==> src/dpll_pin_pkg.sv <==
// constants and types for the dpll pin control and status block
package dpll_pin_pkg;
    localparam int ADDR_W = 7;
    localparam int DATA_W = 8;

    // register offsets
    localparam logic [6:0] TX_MODE_SEL_ADDR = 7'h1F;
    localparam logic [6:0] HITLESS_CTRL_ADDR = 7'h20;
    localparam logic [6:0] CLK0_LO_ADDR = 7'h21;
    localparam logic [6:0] CLK0_HI_ADDR = 7'h22;
    localparam logic [6:0] CLK1_CFG_ADDR = 7'h23;
    localparam logic [6:0] FP1_CFG_ADDR = 7'h24;
    localparam logic [6:0] STATUS_ADDR = 7'h25;

    // transmit loop mode encoding, shared by pins and register
    typedef logic [1:0] tx_mode_t;
    localparam tx_mode_t MODE_AUTOMATIC = 2'h0;
    localparam tx_mode_t MODE_NORMAL = 2'h1;
    localparam tx_mode_t MODE_HOLDOVER = 2'h2;
    localparam tx_mode_t MODE_FREERUN = 2'h3;

    // field positions
    localparam int HS_SW_SEL_BIT = 0;
    localparam int HS_SW_VAL_BIT = 1;
    localparam int CLK1_DIV_BIT = 7;
    localparam int FP1_RATE_LSB = 0;
    localparam int FP1_WIDTH_LSB = 2;
    localparam int FP1_POL_BIT = 4;
    localparam int ST_LOCK_BIT = 0;
    localparam int ST_HOLD_BIT = 1;
    localparam int ST_HITLESS_BIT = 2;
    localparam int ST_MODE_LSB = 3;
    localparam int ST_DIFF0_BIT = 5;
    localparam int ST_DIFF1_BIT = 6;

    // synthesizer limits and defaults, frequencies in 2 kHz units
    localparam logic [13:0] CLK0_MULT_RESET = 14'h00C1;
    localparam logic [22:0] FREQ_MAX_2K = 23'h00C350;
    localparam logic [6:0] CLK1_FACTOR_RESET = 7'h02;
    localparam logic CLK1_DIV_RESET = 1'b0;
    localparam logic [1:0] FP1_RATE_8K = 2'h0;
    localparam logic [1:0] FP1_WIDTH_RESET = 2'h0;
    localparam logic FP1_POL_RESET = 1'b0;

    // least reset pulse width
    localparam int CLK_PERIOD_NS = 50;
    localparam int RESET_MIN_NS = 300;
    localparam int RESET_MIN_CYCLES = (RESET_MIN_NS + CLK_PERIOD_NS - 1) / CLK_PERIOD_NS;

    typedef struct packed {
        logic [13:0] clk0_mult;
        logic clk1_div;
        logic [6:0] clk1_factor;
        logic fp1_pol;
        logic [1:0] fp1_width;
        logic [1:0] fp1_rate;
    } synth_cfg_t;

    typedef struct packed {
        logic freq_locked;
        logic phase_locked;
        logic in_holdover;
        logic ref_switched;
    } loop_status_t;
endpackage

==> src/dpll_pin_control_status.sv <==
`timescale 1ns/1ns
// pin control and status logic of the transmit loop and synthesizer 1

////////////////////////////////////////////////////////////////////////////////
// How it works
// - a low level on reset_n holds the block in reset, except the pin synchronisers
// - hitless enable high lets the loop switch references hitlessly
// - hitless enable low disables it and realigns phase to selected reference
// - a software register can override the hitless enable pin
// - mode pins sampled during reset give the default loop mode
// - after reset, mode follows pin changes or writes to register 0x1F
// - each differential driver is enabled by its own pin, else tristated
// - lock goes high when loop is frequency and phase locked
// - hold goes high in holdover mode, or in automatic mode when the loop enters holdover
// - ref_out is a plain registered copy of the receive selector output
// - synth 1 clock 0 is 2 kHz or n x 8 kHz to 100 MHz, default 1.544 MHz
// - synth 1 clock 1 is multiple or division of clock 0, default 3.088 MHz
// - synth 1 frame pulse 1 style is configurable, default 8 kHz
module dpll_pin_control_status
    import dpll_pin_pkg::*;
(
    input wire logic clk,
    input wire logic reset_n,
    input wire logic hitless_switch_enable,
    input wire logic [1:0] mode_pin,
    input wire logic diff_driver0_enable,
    input wire logic diff_driver1_enable,
    input wire loop_status_t loop_status,
    input wire logic rx_ref_selected,
    input wire logic [ADDR_W-1:0] reg_addr,
    input wire logic [DATA_W-1:0] reg_wdata,
    input wire logic reg_wr,
    input wire logic reg_rd,
    output logic [DATA_W-1:0] reg_rdata,
    output tx_mode_t tx_mode,
    output logic hitless_active,
    output logic phase_realign,
    output logic lock,
    output logic hold,
    output logic ref_out,
    output logic [1:0] diff_driver_oe_n,
    output synth_cfg_t synth_cfg
);

    ////////////////////////////////////////////////////////////////////////////
    // pin synchronisers, left out of reset so pins are seen during reset

    logic [4:0] pin_meta_reg;
    logic [4:0] pin_sync_reg;
    wire logic [4:0] pin_raw;

    assign pin_raw = {diff_driver1_enable, diff_driver0_enable, mode_pin,
                      hitless_switch_enable};

    always_ff @(posedge clk) begin
        pin_meta_reg <= pin_raw;
        pin_sync_reg <= pin_meta_reg;
    end

    wire logic hs_pin;
    wire tx_mode_t mode_pin_s;
    wire logic [1:0] diff_en_s;

    assign hs_pin = pin_sync_reg[0];
    assign mode_pin_s = pin_sync_reg[2:1];
    assign diff_en_s = pin_sync_reg[4:3];

    ////////////////////////////////////////////////////////////////////////////
    // register decode

    wire logic wr_mode;
    wire logic wr_hitless;
    wire logic wr_clk0_lo;
    wire logic wr_clk0_hi;
    wire logic wr_clk1;
    wire logic wr_fp1;

    assign wr_mode = reg_wr && (reg_addr == TX_MODE_SEL_ADDR);
    assign wr_hitless = reg_wr && (reg_addr == HITLESS_CTRL_ADDR);
    assign wr_clk0_lo = reg_wr && (reg_addr == CLK0_LO_ADDR);
    assign wr_clk0_hi = reg_wr && (reg_addr == CLK0_HI_ADDR);
    assign wr_clk1 = reg_wr && (reg_addr == CLK1_CFG_ADDR);
    assign wr_fp1 = reg_wr && (reg_addr == FP1_CFG_ADDR);

    ////////////////////////////////////////////////////////////////////////////
    // transmit loop mode

    tx_mode_t mode_reg;
    tx_mode_t mode_next;
    tx_mode_t mode_prev_reg;
    wire logic mode_pin_changed;

    assign mode_pin_changed = (mode_pin_s != mode_prev_reg);

    // register write wins over a pin change in the same cycle
    always_comb begin
        if (wr_mode) begin
            mode_next = tx_mode_t'(reg_wdata[1:0]);
        end else if (mode_pin_changed) begin
            mode_next = mode_pin_s;
        end else begin
            mode_next = mode_reg;
        end
    end

    always_ff @(posedge clk) begin
        if (!reset_n) begin
            mode_reg <= mode_pin_s;
            mode_prev_reg <= mode_pin_s;
        end else begin
            mode_reg <= mode_next;
            mode_prev_reg <= mode_pin_s;
        end
    end

    ////////////////////////////////////////////////////////////////////////////
    // hitless switching control

    logic [1:0] hs_ctrl_reg;
    wire logic hs_eff;
    wire logic realign_next;

    // software override selects the register value instead of the pin
    assign hs_eff = hs_ctrl_reg[HS_SW_SEL_BIT] ? hs_ctrl_reg[HS_SW_VAL_BIT]
                                               : hs_pin;
    assign realign_next = loop_status.ref_switched && !hs_eff;

    always_ff @(posedge clk) begin
        if (!reset_n) begin
            hs_ctrl_reg <= 2'h0;
        end else if (wr_hitless) begin
            hs_ctrl_reg <= reg_wdata[1:0];
        end
    end

    ////////////////////////////////////////////////////////////////////////////
    // synthesizer configuration

    // true when clock 1 stays within 2 kHz .. 100 MHz
    function automatic logic clk1_ok(input logic [13:0] mult,
                                     input logic div,
                                     input logic [6:0] factor);
        logic [15:0] f0;
        logic [22:0] prod;
        begin
            f0 = (mult == 14'h0) ? 16'h0001 : {mult, 2'b00};
            prod = 23'(f0) * 23'(factor);
            if (factor == 7'h0) begin
                clk1_ok = 1'b0;
            end else if (div) begin
                clk1_ok = (f0 >= 16'(factor));
            end else begin
                clk1_ok = (prod <= FREQ_MAX_2K);
            end
        end
    endfunction

    synth_cfg_t cfg_reg;
    logic [7:0] clk0_lo_stage_reg;
    wire logic [13:0] clk0_new;
    wire logic clk0_new_ok;
    wire logic clk1_new_ok;

    assign clk0_new = {reg_wdata[5:0], clk0_lo_stage_reg};
    assign clk0_new_ok = ({7'h0, clk0_new, 2'b00} <= FREQ_MAX_2K)
                         && clk1_ok(clk0_new, cfg_reg.clk1_div, cfg_reg.clk1_factor);
    assign clk1_new_ok = clk1_ok(cfg_reg.clk0_mult, reg_wdata[CLK1_DIV_BIT],
                                 reg_wdata[6:0]);

    always_ff @(posedge clk) begin
        if (!reset_n) begin
            clk0_lo_stage_reg <= CLK0_MULT_RESET[7:0];
        end else if (wr_clk0_lo) begin
            clk0_lo_stage_reg <= reg_wdata;
        end
    end

    // out-of-range settings are ignored and the old setting kept
    always_ff @(posedge clk) begin
        if (!reset_n) begin
            cfg_reg.clk0_mult <= CLK0_MULT_RESET;
            cfg_reg.clk1_div <= CLK1_DIV_RESET;
            cfg_reg.clk1_factor <= CLK1_FACTOR_RESET;
            cfg_reg.fp1_pol <= FP1_POL_RESET;
            cfg_reg.fp1_width <= FP1_WIDTH_RESET;
            cfg_reg.fp1_rate <= FP1_RATE_8K;
        end else begin
            if (wr_clk0_hi && clk0_new_ok) begin
                cfg_reg.clk0_mult <= clk0_new;
            end
            if (wr_clk1 && clk1_new_ok) begin
                cfg_reg.clk1_div <= reg_wdata[CLK1_DIV_BIT];
                cfg_reg.clk1_factor <= reg_wdata[6:0];
            end
            if (wr_fp1) begin
                cfg_reg.fp1_pol <= reg_wdata[FP1_POL_BIT];
                cfg_reg.fp1_width <= reg_wdata[FP1_WIDTH_LSB +: 2];
                cfg_reg.fp1_rate <= reg_wdata[FP1_RATE_LSB +: 2];
            end
        end
    end

    ////////////////////////////////////////////////////////////////////////////
    // status outputs

    wire logic lock_next;
    wire logic hold_next;

    assign lock_next = loop_status.freq_locked && loop_status.phase_locked;
    assign hold_next = (mode_reg == MODE_HOLDOVER)
                       || ((mode_reg == MODE_AUTOMATIC)
                           && loop_status.in_holdover);

    always_ff @(posedge clk) begin
        if (!reset_n) begin
            tx_mode <= MODE_AUTOMATIC;
            hitless_active <= 1'b0;
            phase_realign <= 1'b0;
            lock <= 1'b0;
            hold <= 1'b0;
            ref_out <= 1'b0;
            diff_driver_oe_n <= 2'h3;
            synth_cfg <= '0;
        end else begin
            tx_mode <= mode_reg;
            hitless_active <= hs_eff;
            phase_realign <= realign_next;
            lock <= lock_next;
            hold <= hold_next;
            ref_out <= rx_ref_selected;
            diff_driver_oe_n <= ~diff_en_s;
            synth_cfg <= cfg_reg;
        end
    end

    ////////////////////////////////////////////////////////////////////////////
    // register read, answer one cycle after reg_rd

    logic [DATA_W-1:0] rdata_next;
    wire logic [DATA_W-1:0] status_word;

    assign status_word = {1'b0, diff_en_s[1], diff_en_s[0], mode_reg,
                          hs_eff, hold, lock};

    always_comb begin
        case (reg_addr)
            TX_MODE_SEL_ADDR: rdata_next = {6'h0, mode_reg};
            HITLESS_CTRL_ADDR: rdata_next = {6'h0, hs_ctrl_reg};
            CLK0_LO_ADDR: rdata_next = cfg_reg.clk0_mult[7:0];
            CLK0_HI_ADDR: rdata_next = {2'h0, cfg_reg.clk0_mult[13:8]};
            CLK1_CFG_ADDR: rdata_next = {cfg_reg.clk1_div, cfg_reg.clk1_factor};
            FP1_CFG_ADDR: rdata_next = {3'h0, cfg_reg.fp1_pol, cfg_reg.fp1_width,
                                        cfg_reg.fp1_rate};
            STATUS_ADDR: rdata_next = status_word;
            default: rdata_next = 8'h00;
        endcase
    end

    always_ff @(posedge clk) begin
        if (!reset_n) begin
            reg_rdata <= 8'h00;
        end else if (reg_rd) begin
            reg_rdata <= rdata_next;
        end
    end

endmodule

==> config.mk <==
export PLATFORM = sky130hd
export DESIGN_NAME = dpll_pin_control_status
export DESIGN_NICKNAME = d
export VERILOG_FILES = /design/src/dpll_pin_pkg.sv /design/src/dpll_pin_control_status.sv
export SDC_FILE = /design/constraint.sdc
export NUM_CORES = 1
export LEC_CHECK = 0
export ABC_AREA = 0
export BUFFER_PORTS_ARGS = -buffer_cell sky130_fd_sc_hd__buf_2
export CORE_MARGIN = 2
export CORE_UTILIZATION = 35
export CTS_CLUSTER_SIZE = 16
export DETAILED_ROUTE_END_ITERATION = 10
export PLACE_DENSITY_LB_ADDON = 0.3
export SYNTH_ARGS = -nofsm -noshare
export SYNTH_HDL_FRONTEND = slang
export SYNTH_SLANG_ARGS = --single-unit
export TNS_END_PERCENT = 100
==> constraint.sdc <==
create_clock -name clk -period 6.7 [get_ports clk]
set_input_delay 0.67 -clock clk [delete_from_list [all_inputs] [get_ports clk]]
set_output_delay 0.67 -clock clk [all_outputs]
set_load 0.02 [all_outputs]
==> impl_metrics.csv, run 1 <==
group,metric,value,unit
cells_and_area,utilization,0.390,
floorplan,ioPinCount,73,
placed_design,port-buffer-count,72,
global_route,grt-ovfl-total,0,
logic_synthesis,postSynthCellCount,1271,
placed_design,gp_congestion,0.840,
min_path,hold_depth,0,
sta,hold_viol,0,
worst_setup_path,cpPeakStageDelay,0.57,ns
logic_synthesis,synth.top_cells.by_area,"fa_1 23%, dfxtp_1 17%, ha_1 12%",
logic_synthesis,synth_top_area_cell,"fa_1",
worst_setup_path,start_kind,"flop",
cells_and_area,areaGrowthSynthToFinish,10.6,%
clocking,clock-sinks,95,
sta,setup_viol,0,
clocking,clk_latency,0.34,ns
sta,fmax,157,MHz
floorplan,die_area,33000,um^2
placed_design,dpl_cell_area,11900,um^2
pwr,power.share.clock,0.387,
clocking,clock-root-buffer,"clkbuf_16",
logic_synthesis,syn_nets,1534,
clocking,cts_tree,"done",
sta,fin_crit_sh,0.950,
global_route,grt_max_degree,54,
pwr,p_leak,5.89,nW
global_route,gr-usage-all-layers,0.185,
run,timing.max_cap.violations,0,
cells_and_area,diodes,0,
floorplan,rows,65,
logic_synthesis,synth.most_common_cell,"and2_1",
worst_setup_path,worstSetupPathType,"flop to flop",
clocking,clock_path_buffers,2,
logic_synthesis,synth_common_cells,"134 x and2_1, 133 x inv_1, 126 x fa_1",
pwr,peakVddDrop,0.000111,V
clocking,h-tree-depth,3,
route,viasPerCell,5.22,
worst_setup_path,worstPathCellList,"or4_1 -> nor3_1 -> and3_2 -> inv_1 -> nor2_1 -> ha_1 -> ha_1 -> fa_1 -> inv_1 -> fa_1 -> inv_1 -> ha_1 -> o21ai_1 -> a211oi_1 -> o31ai_2 -> o211ai_1 -> nor3_1 -> or3_1 -> a2111oi_4 -> buf_4 -> or3b_1 -> o211ai_1",
pwr,p_int,0.964,mW
logic_synthesis,synth-main-ff-cell,"dfxtp_1",
worst_setup_path,reg2reg_slack,0.33,ns
worst_setup_path,cp_slowest_cell,"or4_1",
route,wl,30300,um
logic_synthesis,syn_area_per_cell,8.69,um^2
worst_setup_path,endpoint_kind,"flop",
floorplan,core-area,31300,um^2
clocking,post_cts_buffers,0,
route,routedWlPerCell,17.6,um
logic_synthesis,ys_types,74,
placed_design,hpwl,23900,um
sta,tightest_slew,1.05,ns
route,drt-initial-drc-count,527,
sta,slew_violations,0,
pwr,swShare,0.287,
route,final_antenna_net_count,0,
sta,clock_skew,0.00586,ns
cells_and_area,layout-drive-gt1-share,0.115,
clocking,path_clk_slew,0.07,ns
floorplan,initial_core_util,0.353,
outcome,status,"completed",
sta,period_minus_slack,6.37,ns
floorplan,die_h,182,um
pwr,seqPwrFrac,0.430,
global_route,grt_pass1_vias,9092,
logic_synthesis,synth_top_area_share,0.228,
cells_and_area,nNetsFinal,1579,
global_route,antenna_found_initial,0,
logic_synthesis,synthArstFlopShare,0,
route,post-route-drc-count,0,
pwr,p_per_area,111,nW/um^2
logic_synthesis,synth_warnings,0,
logic_synthesis,synth_edf_count,2,
logic_synthesis,syn_area,11000,um^2
cells_and_area,final_cell_area,12200,um^2
logic_synthesis,yosys_register_bits,95,
worst_setup_path,required,6.96,ns
route,first_pass_iters,5,
floorplan,dieWidth,182,um
worst_setup_path,worstPathArrival,6.63,ns
sta,rsz0062_at_grt,"false",
route,vias,8995,
min_path,hp-class,"flop to flop",
clocking,numCtsBuffers,9,
worst_setup_path,worstPathMaxFanout,15,
sta,slew-limit-headroom,0.296,
sta,setup_tns,0,ns
pwr,power_frac_comb,0.183,
global_route,grt_pass1_wl,48900,um
logic_synthesis,ys_seq_area_frac,0.174,
pwr,p_sw,0.388,mW
worst_setup_path,reg2regPathDepth,22,
critical path: cells and delay by family, from the launching register on:
| kind | cells | cell delay [ns] |
|---|---|---|
| AO/OA/AOI/OAI | 6 | 1.39 |
| buffers and inverters | 4 | 0.48 |
| flip-flops | 1 | 0.31 |
| AND/OR/NAND/NOR | 7 | 2.09 |
| adder cells (fa/ha/maj) | 5 | 2.01 |
path summary, 6_finish.rpt:
path | start | end
max reg2reg | cfg_reg[22] | cfg_reg[10]
min reg2reg | pin_meta_reg[2] | pin_sync_reg[2]
min | pin_meta_reg[2] | pin_sync_reg[2]
max | cfg_reg[22] | cfg_reg[10]
logic make-up after synthesis:
logic type      synth area share
compound gates             0.121
xor+xnor                  0.0103
fa+ha+maj                  0.351
buf+inv                   0.0762
flops                      0.174
mux                       0.0392
simple gates               0.229
cell usage in the layout (no fill, tap or decap), types with 13 or more instances in the layout:
cell type	synthesis	routed
a21oi_1	51	50
and2_1	134	134
and3_1	14	13
buf_2	0	72
buf_4	1	39
dfxtp_1	93	93
fa_1	126	126
ha_1	108	108
inv_1	133	133
mux2i_1	32	32
nand2_1	115	115
nand2b_1	13	13
nor2_1	106	106
nor3_1	29	29
o21ai_0	18	17
layer usage:
metal  track usage  vias up  routed length [um]  part of all wire
met3        0.0178       37                 977             0.032
met1         0.251     4439               13900              0.46
met2         0.319      188               14900              0.49
met4        0.0465        0                 562             0.019
met5             0        -                   0                 0
li1              -     4331                   -                 -
through the flow:
stage               hold slack (ns)  std cells  worst slack (ns)  power, mW
floorplan                     0.310       1271             0.523      0.769
global route                  0.339       1723            0.0224       1.41
CTS                           0.329       1723             0.121       1.36
detailed placement            0.312       1707            0.0355      0.842
finish                        0.328       1723             0.334       1.35
global placement              0.312       1707            0.0769      0.840
what timing repair did:
| item | 4_1_cts | 5_1_grt |
|---|---|---|
| hold buffers | 0 | 0 |
| resized for setup | 0 | 4 |
| setup endpoints to repair | 0 | 6 |
power by group through the flow:
stage	clock, mW	combinational [mW]	sequential, mW
after floorplan	0	0.171	0.598
after global placement	0	0.245	0.595
after detailed placement	0	0.247	0.595
after CTS	0.531	0.248	0.582
after global routing	0.553	0.278	0.582
final	0.523	0.248	0.582
final cells by class:
| class | instances | area (um^2) |
|---|---|---|
| clock buffer | 9 | 225 |
| clock inverter | 7 | 80.1 |
| fill | 3150 | 19100 |
| inverter | 138 | 518 |
| multi-input combinational | 960 | 8290 |
| sequential | 95 | 1920 |
| tap | 402 | 503 |
| timing repair buffer | 112 | 673 |
No activity file was read; power rests on OpenSTA's default activity.
==> run 2, diff against run 1 <==
Settings changed: CELL_PAD_IN_SITES_DETAIL_PLACEMENT set to 1, CELL_PAD_IN_SITES_GLOBAL_PLACEMENT set to 2.
==> run 2 against run 1 <==
Effect of this change:
- utilization rose by 0.34 points
- sequential share of layout area shrank 0.14 points
- cell count rose by 0.81%
- register-to-register slack better by 0.12 ns
- worst hold slack about the same
- largest cell class unchanged
==> impl_metrics.csv, run 2 (synthesized netlist as in run 1, its figures left out) <==
group,metric,value,unit
sta,period_minus_slack,6.34,ns
global_route,grt-ovfl-total,0,
cells_and_area,utilization,0.393,
global_route,grt_pass1_wl,54700,um
sta,slew_violations,0,
clocking,clock-sinks,95,
sta,rsz0062_at_grt,"false",
sta,setup_viol,0,
clocking,clock_path_buffers,2,
floorplan,initial_core_util,0.353,
clocking,path_clk_slew,0.08,ns
worst_setup_path,required,6.95,ns
placed_design,gp_congestion,0.842,
route,viasPerCell,5.30,
route,final_antenna_net_count,0,
cells_and_area,nNetsFinal,1591,
global_route,grt_max_degree,54,
min_path,hp-class,"flop to flop",
worst_setup_path,worstPathArrival,6.58,ns
route,vias,9198,
route,post-route-drc-count,0,
global_route,antenna_found_initial,1,
floorplan,dieWidth,182,um
cells_and_area,layout-drive-gt1-share,0.123,
sta,clock_skew,0.00615,ns
route,first_pass_iters,5,
route,routedWlPerCell,19.2,um
placed_design,port-buffer-count,72,
sta,slew-limit-headroom,0.336,
cells_and_area,layout_common_cells,"134 x and2_1, 133 x inv_1, 126 x fa_1",
floorplan,die_h,182,um
placed_design,hpwl,26400,um
worst_setup_path,worstPathMaxFanout,4,
pwr,p_leak,5.96,nW
run,timing.max_cap.violations,0,
sta,setup_tns,0,ns
clocking,clk_latency,0.35,ns
cells_and_area,multi_input_area,8280,um^2
worst_setup_path,worstSetupPathType,"input port to flop",
pwr,peakVddDrop,0.000164,V
pwr,p_per_area,111,nW/um^2
global_route,gr-usage-all-layers,0.210,
clocking,clock-root-buffer,"clkbuf_16",
sta,hold_viol,0,
route,wl,33400,um
floorplan,rows,65,
cells_and_area,seqCellArea,1920,um^2
clocking,cts_tree,"done",
worst_setup_path,start_kind,"input port",
outcome,status,"completed",
cells_and_area,fillerInstances,3712,
cells_and_area,layout_commonest_cell,"and2_1",
cells_and_area,areaGrowthSynthToFinish,11.6,%
clocking,h-tree-depth,3,
global_route,grt_pass1_vias,9826,
worst_setup_path,endpoint_kind,"flop",
sta,fmax,158,MHz
floorplan,core-area,31300,um^2
clocking,cts_hold_buf,0,
floorplan,die_area,33000,um^2
clocking,numCtsBuffers,9,
sta,tightest_slew,0.992,ns
floorplan,ioPinCount,73,
sta,fin_crit_sh,0.946,
route,drt-initial-drc-count,392,
[run 2: changes by cell type in the layout (fill, tap and decap cells not counted), moves of 2 or more]
| cell | change |
|---|---|
| buf_4 | +11 |
| clkinv_8 | +2 |
| clkinvlp_4 | -2 |
| diode_2 | +2 |
[run 2: report_power, final]
part           internal (mW)  switching, mW
clock network          0.269          0.260
logic                 0.0954          0.158
registers              0.576        0.00607
total                  0.941          0.424
[run 2: through the flow]
| stage | cells | power [mW] | hold WS, ns | cell area, um^2 | setup slack [ns] |
|---|---|---|---|---|---|
| after global routing | 1736 | 1.43 | 0.334 | 12300 | 0.0288 |
| after CTS | 1734 | 1.38 | 0.332 | 12300 | 0.263 |
| after global placement | 1718 | 0.847 | 0.311 | 12000 | 0.0598 |
| final | 1737 | 1.36 | 0.329 | 12300 | 0.365 |
| after floorplan | 1271 | 0.769 | 0.310 | 11000 | 0.523 |
| after detailed placement | 1718 | 0.851 | 0.313 | 12000 | 0.00733 |
[run 2: worst paths after layout]
kind / from / end / slack (ns) / cells after the start
max: reg_wdata[1] / cfg_reg[13] / 0.36 / 22
min: pin_meta_reg[1] / pin_sync_reg[1] / 0.33 / 0
max reg2reg: cfg_reg[22] / cfg_reg[10] / 0.45 / 23
min reg2reg: pin_meta_reg[1] / pin_sync_reg[1] / 0.33 / 0
[run 2: critical path, stage by stage]
cell	delay (ns)
buf_2	0.13
or4_4	0.54
nand4b_1	0.32
nor3_1	0.29
inv_1	0.09
nor2_1	0.10
ha_1	0.16
inv_1	0.05
fa_1	0.49
fa_1	0.55
inv_1	0.05
fa_1	0.42
ha_1	0.30
a21o_1	0.21
or3_1	0.34
o221a_2	0.25
o21a_1	0.19
or4_1	0.40
a31oi_1	0.23
o2111ai_2	0.27
and3_1	0.27
a211o_1	0.26
[run 2: area by class of cell]
type / instances / area share
clock buffers: 9 / 0.0183
multi-input cells: 960 / 0.672
well taps: 402 / 0.0408
clock inverters: 7 / 0.00701
flip-flops and latches: 95 / 0.156
inverters: 138 / 0.0421
diodes: 2 / 0.000406
repair buffers: 124 / 0.0630
[run 2: routing by layer]
layer | track usage | wire length (um) | up-vias
li1 | - | - | 4352
met1 | 0.288 | 15900 | 4694
met3 | 0.0207 | 840 | 25
met4 | 0.0426 | 510 | 0
met5 | 0 | 0 | -
met2 | 0.359 | 16200 | 127
[run 2: timing repair]
item | CTS | global route
setup endpoints to repair | 0 | 5
buffers inserted | 0 | 1
hold endpoints to repair | 0 | 0
resized for setup | 0 | 2
==> run 3, diff against run 2 <==
Settings changed: BUFFER_PORTS_ARGS -buffer_cell sky130_fd_sc_hd__buf_2 to -buffer_cell sky130_fd_sc_hd__buf_4, PLACE_DENSITY_LB_ADDON 0.3 to 0.1.
==> run 3 against run 2 <==
Effect of this change:
- critical endpoint is now cfg_reg[9]
- utilization up 0.69 points
- via count up 0.15%
- worst setup slack better by 0.017 ns
- largest cell class unchanged
- global-route usage is 0.99 points higher
- fmax is 0.27% higher
- final area grew 1.7%
- register-to-register slack got worse by 0.07 ns
- cell count is 0.35% higher
==> impl_metrics.csv, run 3 (synthesized netlist as in run 1, its figures left out) <==
group,metric,value,unit
sta,period_minus_slack,6.32,ns
sta,hold_viol,0,
cells_and_area,stdcell_count,1743,
worst_setup_path,crit_family,"simple AND/OR/NAND/NOR gates",
floorplan,ioPinCount,73,
floorplan,die_h,182,um
route,vias,9212,
global_route,gr-usage-all-layers,0.220,
pwr,power_frac_comb,0.194,
pwr,p_leak,6.02,nW
cells_and_area,areaGrowthSynthToFinish,13.5,%
clocking,clock_path_buffers,2,
worst_setup_path,required,6.97,ns
worst_setup_path,start_kind,"flop",
pwr,p_per_area,108,nW/um^2
worst_setup_path,worstSetupPathType,"flop to flop",
floorplan,rows,65,
placed_design,port-buffer-count,72,
cells_and_area,fillerInstances,3683,
floorplan,die_area,33000,um^2
route,wl,35100,um
pwr,power.share.clock,0.376,
floorplan,core-area,31300,um^2
floorplan,initial_core_util,0.353,
worst_setup_path,endpoint_kind,"flop",
sta,rsz0062_at_grt,"false",
sta,clock_skew,0.00680,ns
clocking,path_clk_slew,0.07,ns
worst_setup_path,cp-startpoint,"cfg_reg[22]",
pwr,swShare,0.306,
global_route,antenna_found_initial,0,
sta,tightest_slew,1.10,ns
clocking,clock-root-buffer,"clkbuf_16",
clocking,cts_tree,"done",
floorplan,dieWidth,182,um
worst_setup_path,cp_slowest_cell,"or4_1",
worst_setup_path,worstPathCellList,"or4_1 -> nor3_2 -> and3_1 -> inv_1 -> nor2_1 -> ha_1 -> ha_1 -> fa_1 -> inv_1 -> fa_1 -> inv_1 -> ha_1 -> buf_4 -> nand4_1 -> a21oi_1 -> or2_2 -> nor3_1 -> or3_1 -> a2111oi_4 -> buf_4 -> or3b_1 -> o211ai_1",
cells_and_area,layout_commonest_cell,"and2_1",
cells_and_area,layout_common_cells,"134 x and2_1, 133 x inv_1, 131 x buf_4",
placed_design,gp_congestion,0.836,
worst_setup_path,worstPathMaxFanout,13,
cells_and_area,diodes,0,
worst_setup_path,cp.buffers_inverters,5,
worst_setup_path,r2r-start,"cfg_reg[22]",
worst_setup_path,cpPeakStageDelay,0.58,ns
route,routedWlPerCell,20.1,um
cells_and_area,nNetsFinal,1599,
global_route,grt_pass1_vias,10000,
route,drt-initial-drc-count,395,
pwr,p_int,0.942,mW
global_route,grt-ovfl-total,0,
worst_setup_path,worstPathArrival,6.59,ns
clocking,numCtsBuffers,9,
run,timing.max_cap.violations,0,
global_route,grt_pass1_wl,56900,um
clocking,clock-sinks,95,
sta,setup_viol,0,
route,final_antenna_net_count,0,
worst_setup_path,reg2reg_slack,0.38,ns
min_path,min-delay-start,"pin_meta_reg[3]",
cells_and_area,layout-drive-gt1-share,0.128,
route,viasPerCell,5.29,
placed_design,dp.cells,1727,
pwr,peakVddDrop,0.000114,V
sta,fin_crit_sh,0.943,
outcome,status,"completed",
placed_design,hpwl,28200,um
sta,fmax,158,MHz
sta,slew_violations,0,
pwr,seqPwrFrac,0.429,
route,post-route-drc-count,0,
pwr,p_sw,0.415,mW
sta,slew-limit-headroom,0.255,
clocking,cts_hold_buf,0,
clocking,post_cts_buffers,0,
global_route,grt_max_degree,54,
sta,setup_tns,0,ns
clocking,clk_latency,0.35,ns
min_path,hp-class,"flop to flop",
route,first_pass_iters,4,
clocking,h-tree-depth,3,
[run 3: routing by layer]
| layer | vias to the layer above | part of all wire | wire length (um) | track usage |
|---|---|---|---|---|
| met5 | - | 0 | 0 | 0 |
| met4 | 0 | 0.014 | 501 | 0.0390 |
| met3 | 28 | 0.031 | 1070 | 0.0207 |
| met2 | 104 | 0.49 | 17300 | 0.382 |
| met1 | 4721 | 0.46 | 16300 | 0.300 |
| li1 | 4359 | - | - | - |
[run 3: area by class of cell]
| cell class | count | area [um^2] | share of cell area |
|---|---|---|---|
| tap | 402 | 503 | 0.0401 |
| timing repair buffer | 132 | 1000 | 0.0801 |
| clock buffer | 9 | 225 | 0.0180 |
| sequential | 95 | 1920 | 0.153 |
| inverter | 138 | 518 | 0.0413 |
| multi-input combinational | 960 | 8290 | 0.661 |
| clock inverter | 7 | 72.6 | 0.00579 |
[run 3: final timing paths]
check | end | depth (start not counted)
setup / recovery | cfg_reg[9] | 22
hold / removal | pin_sync_reg[3] | 0
setup reg to reg | cfg_reg[9] | 22
hold reg to reg | pin_sync_reg[3] | 0
[run 3: timing repair]
action	CTS	global route
resized for setup	0	3
endpoints found under the hold margin	0	0
setup endpoints to repair	0	7
[run 3: through the flow]
stage / cell area [um^2] / setup slack (ns) / util / total power [mW] / hold WS [ns]
after detailed placement: 12200 / 0.0399 / 0.390 / 0.861 / 0.315
after global routing: 12500 / 0.0221 / 0.400 / 1.43 / 0.336
after global placement: 12200 / 0.153 / 0.390 / 0.859 / 0.311
after CTS: 12500 / 0.188 / 0.400 / 1.38 / 0.332
final: 12500 / 0.382 / 0.400 / 1.36 / 0.330
after floorplan: 11000 / 0.523 / - / 0.769 / 0.310
[run 3: power groups by stage]
| stage | sequential (mW) | clock [mW] | combinational [mW] |
|---|---|---|---|
| 2_1_floorplan | 0.598 | 0 | 0.171 |
| 3_3_place_gp | 0.595 | 0 | 0.263 |
| 3_5_place_dp | 0.596 | 0 | 0.266 |
| 4_1_cts | 0.582 | 0.528 | 0.267 |
| 5_1_grt | 0.583 | 0.547 | 0.300 |
| 6_report | 0.582 | 0.511 | 0.264 |
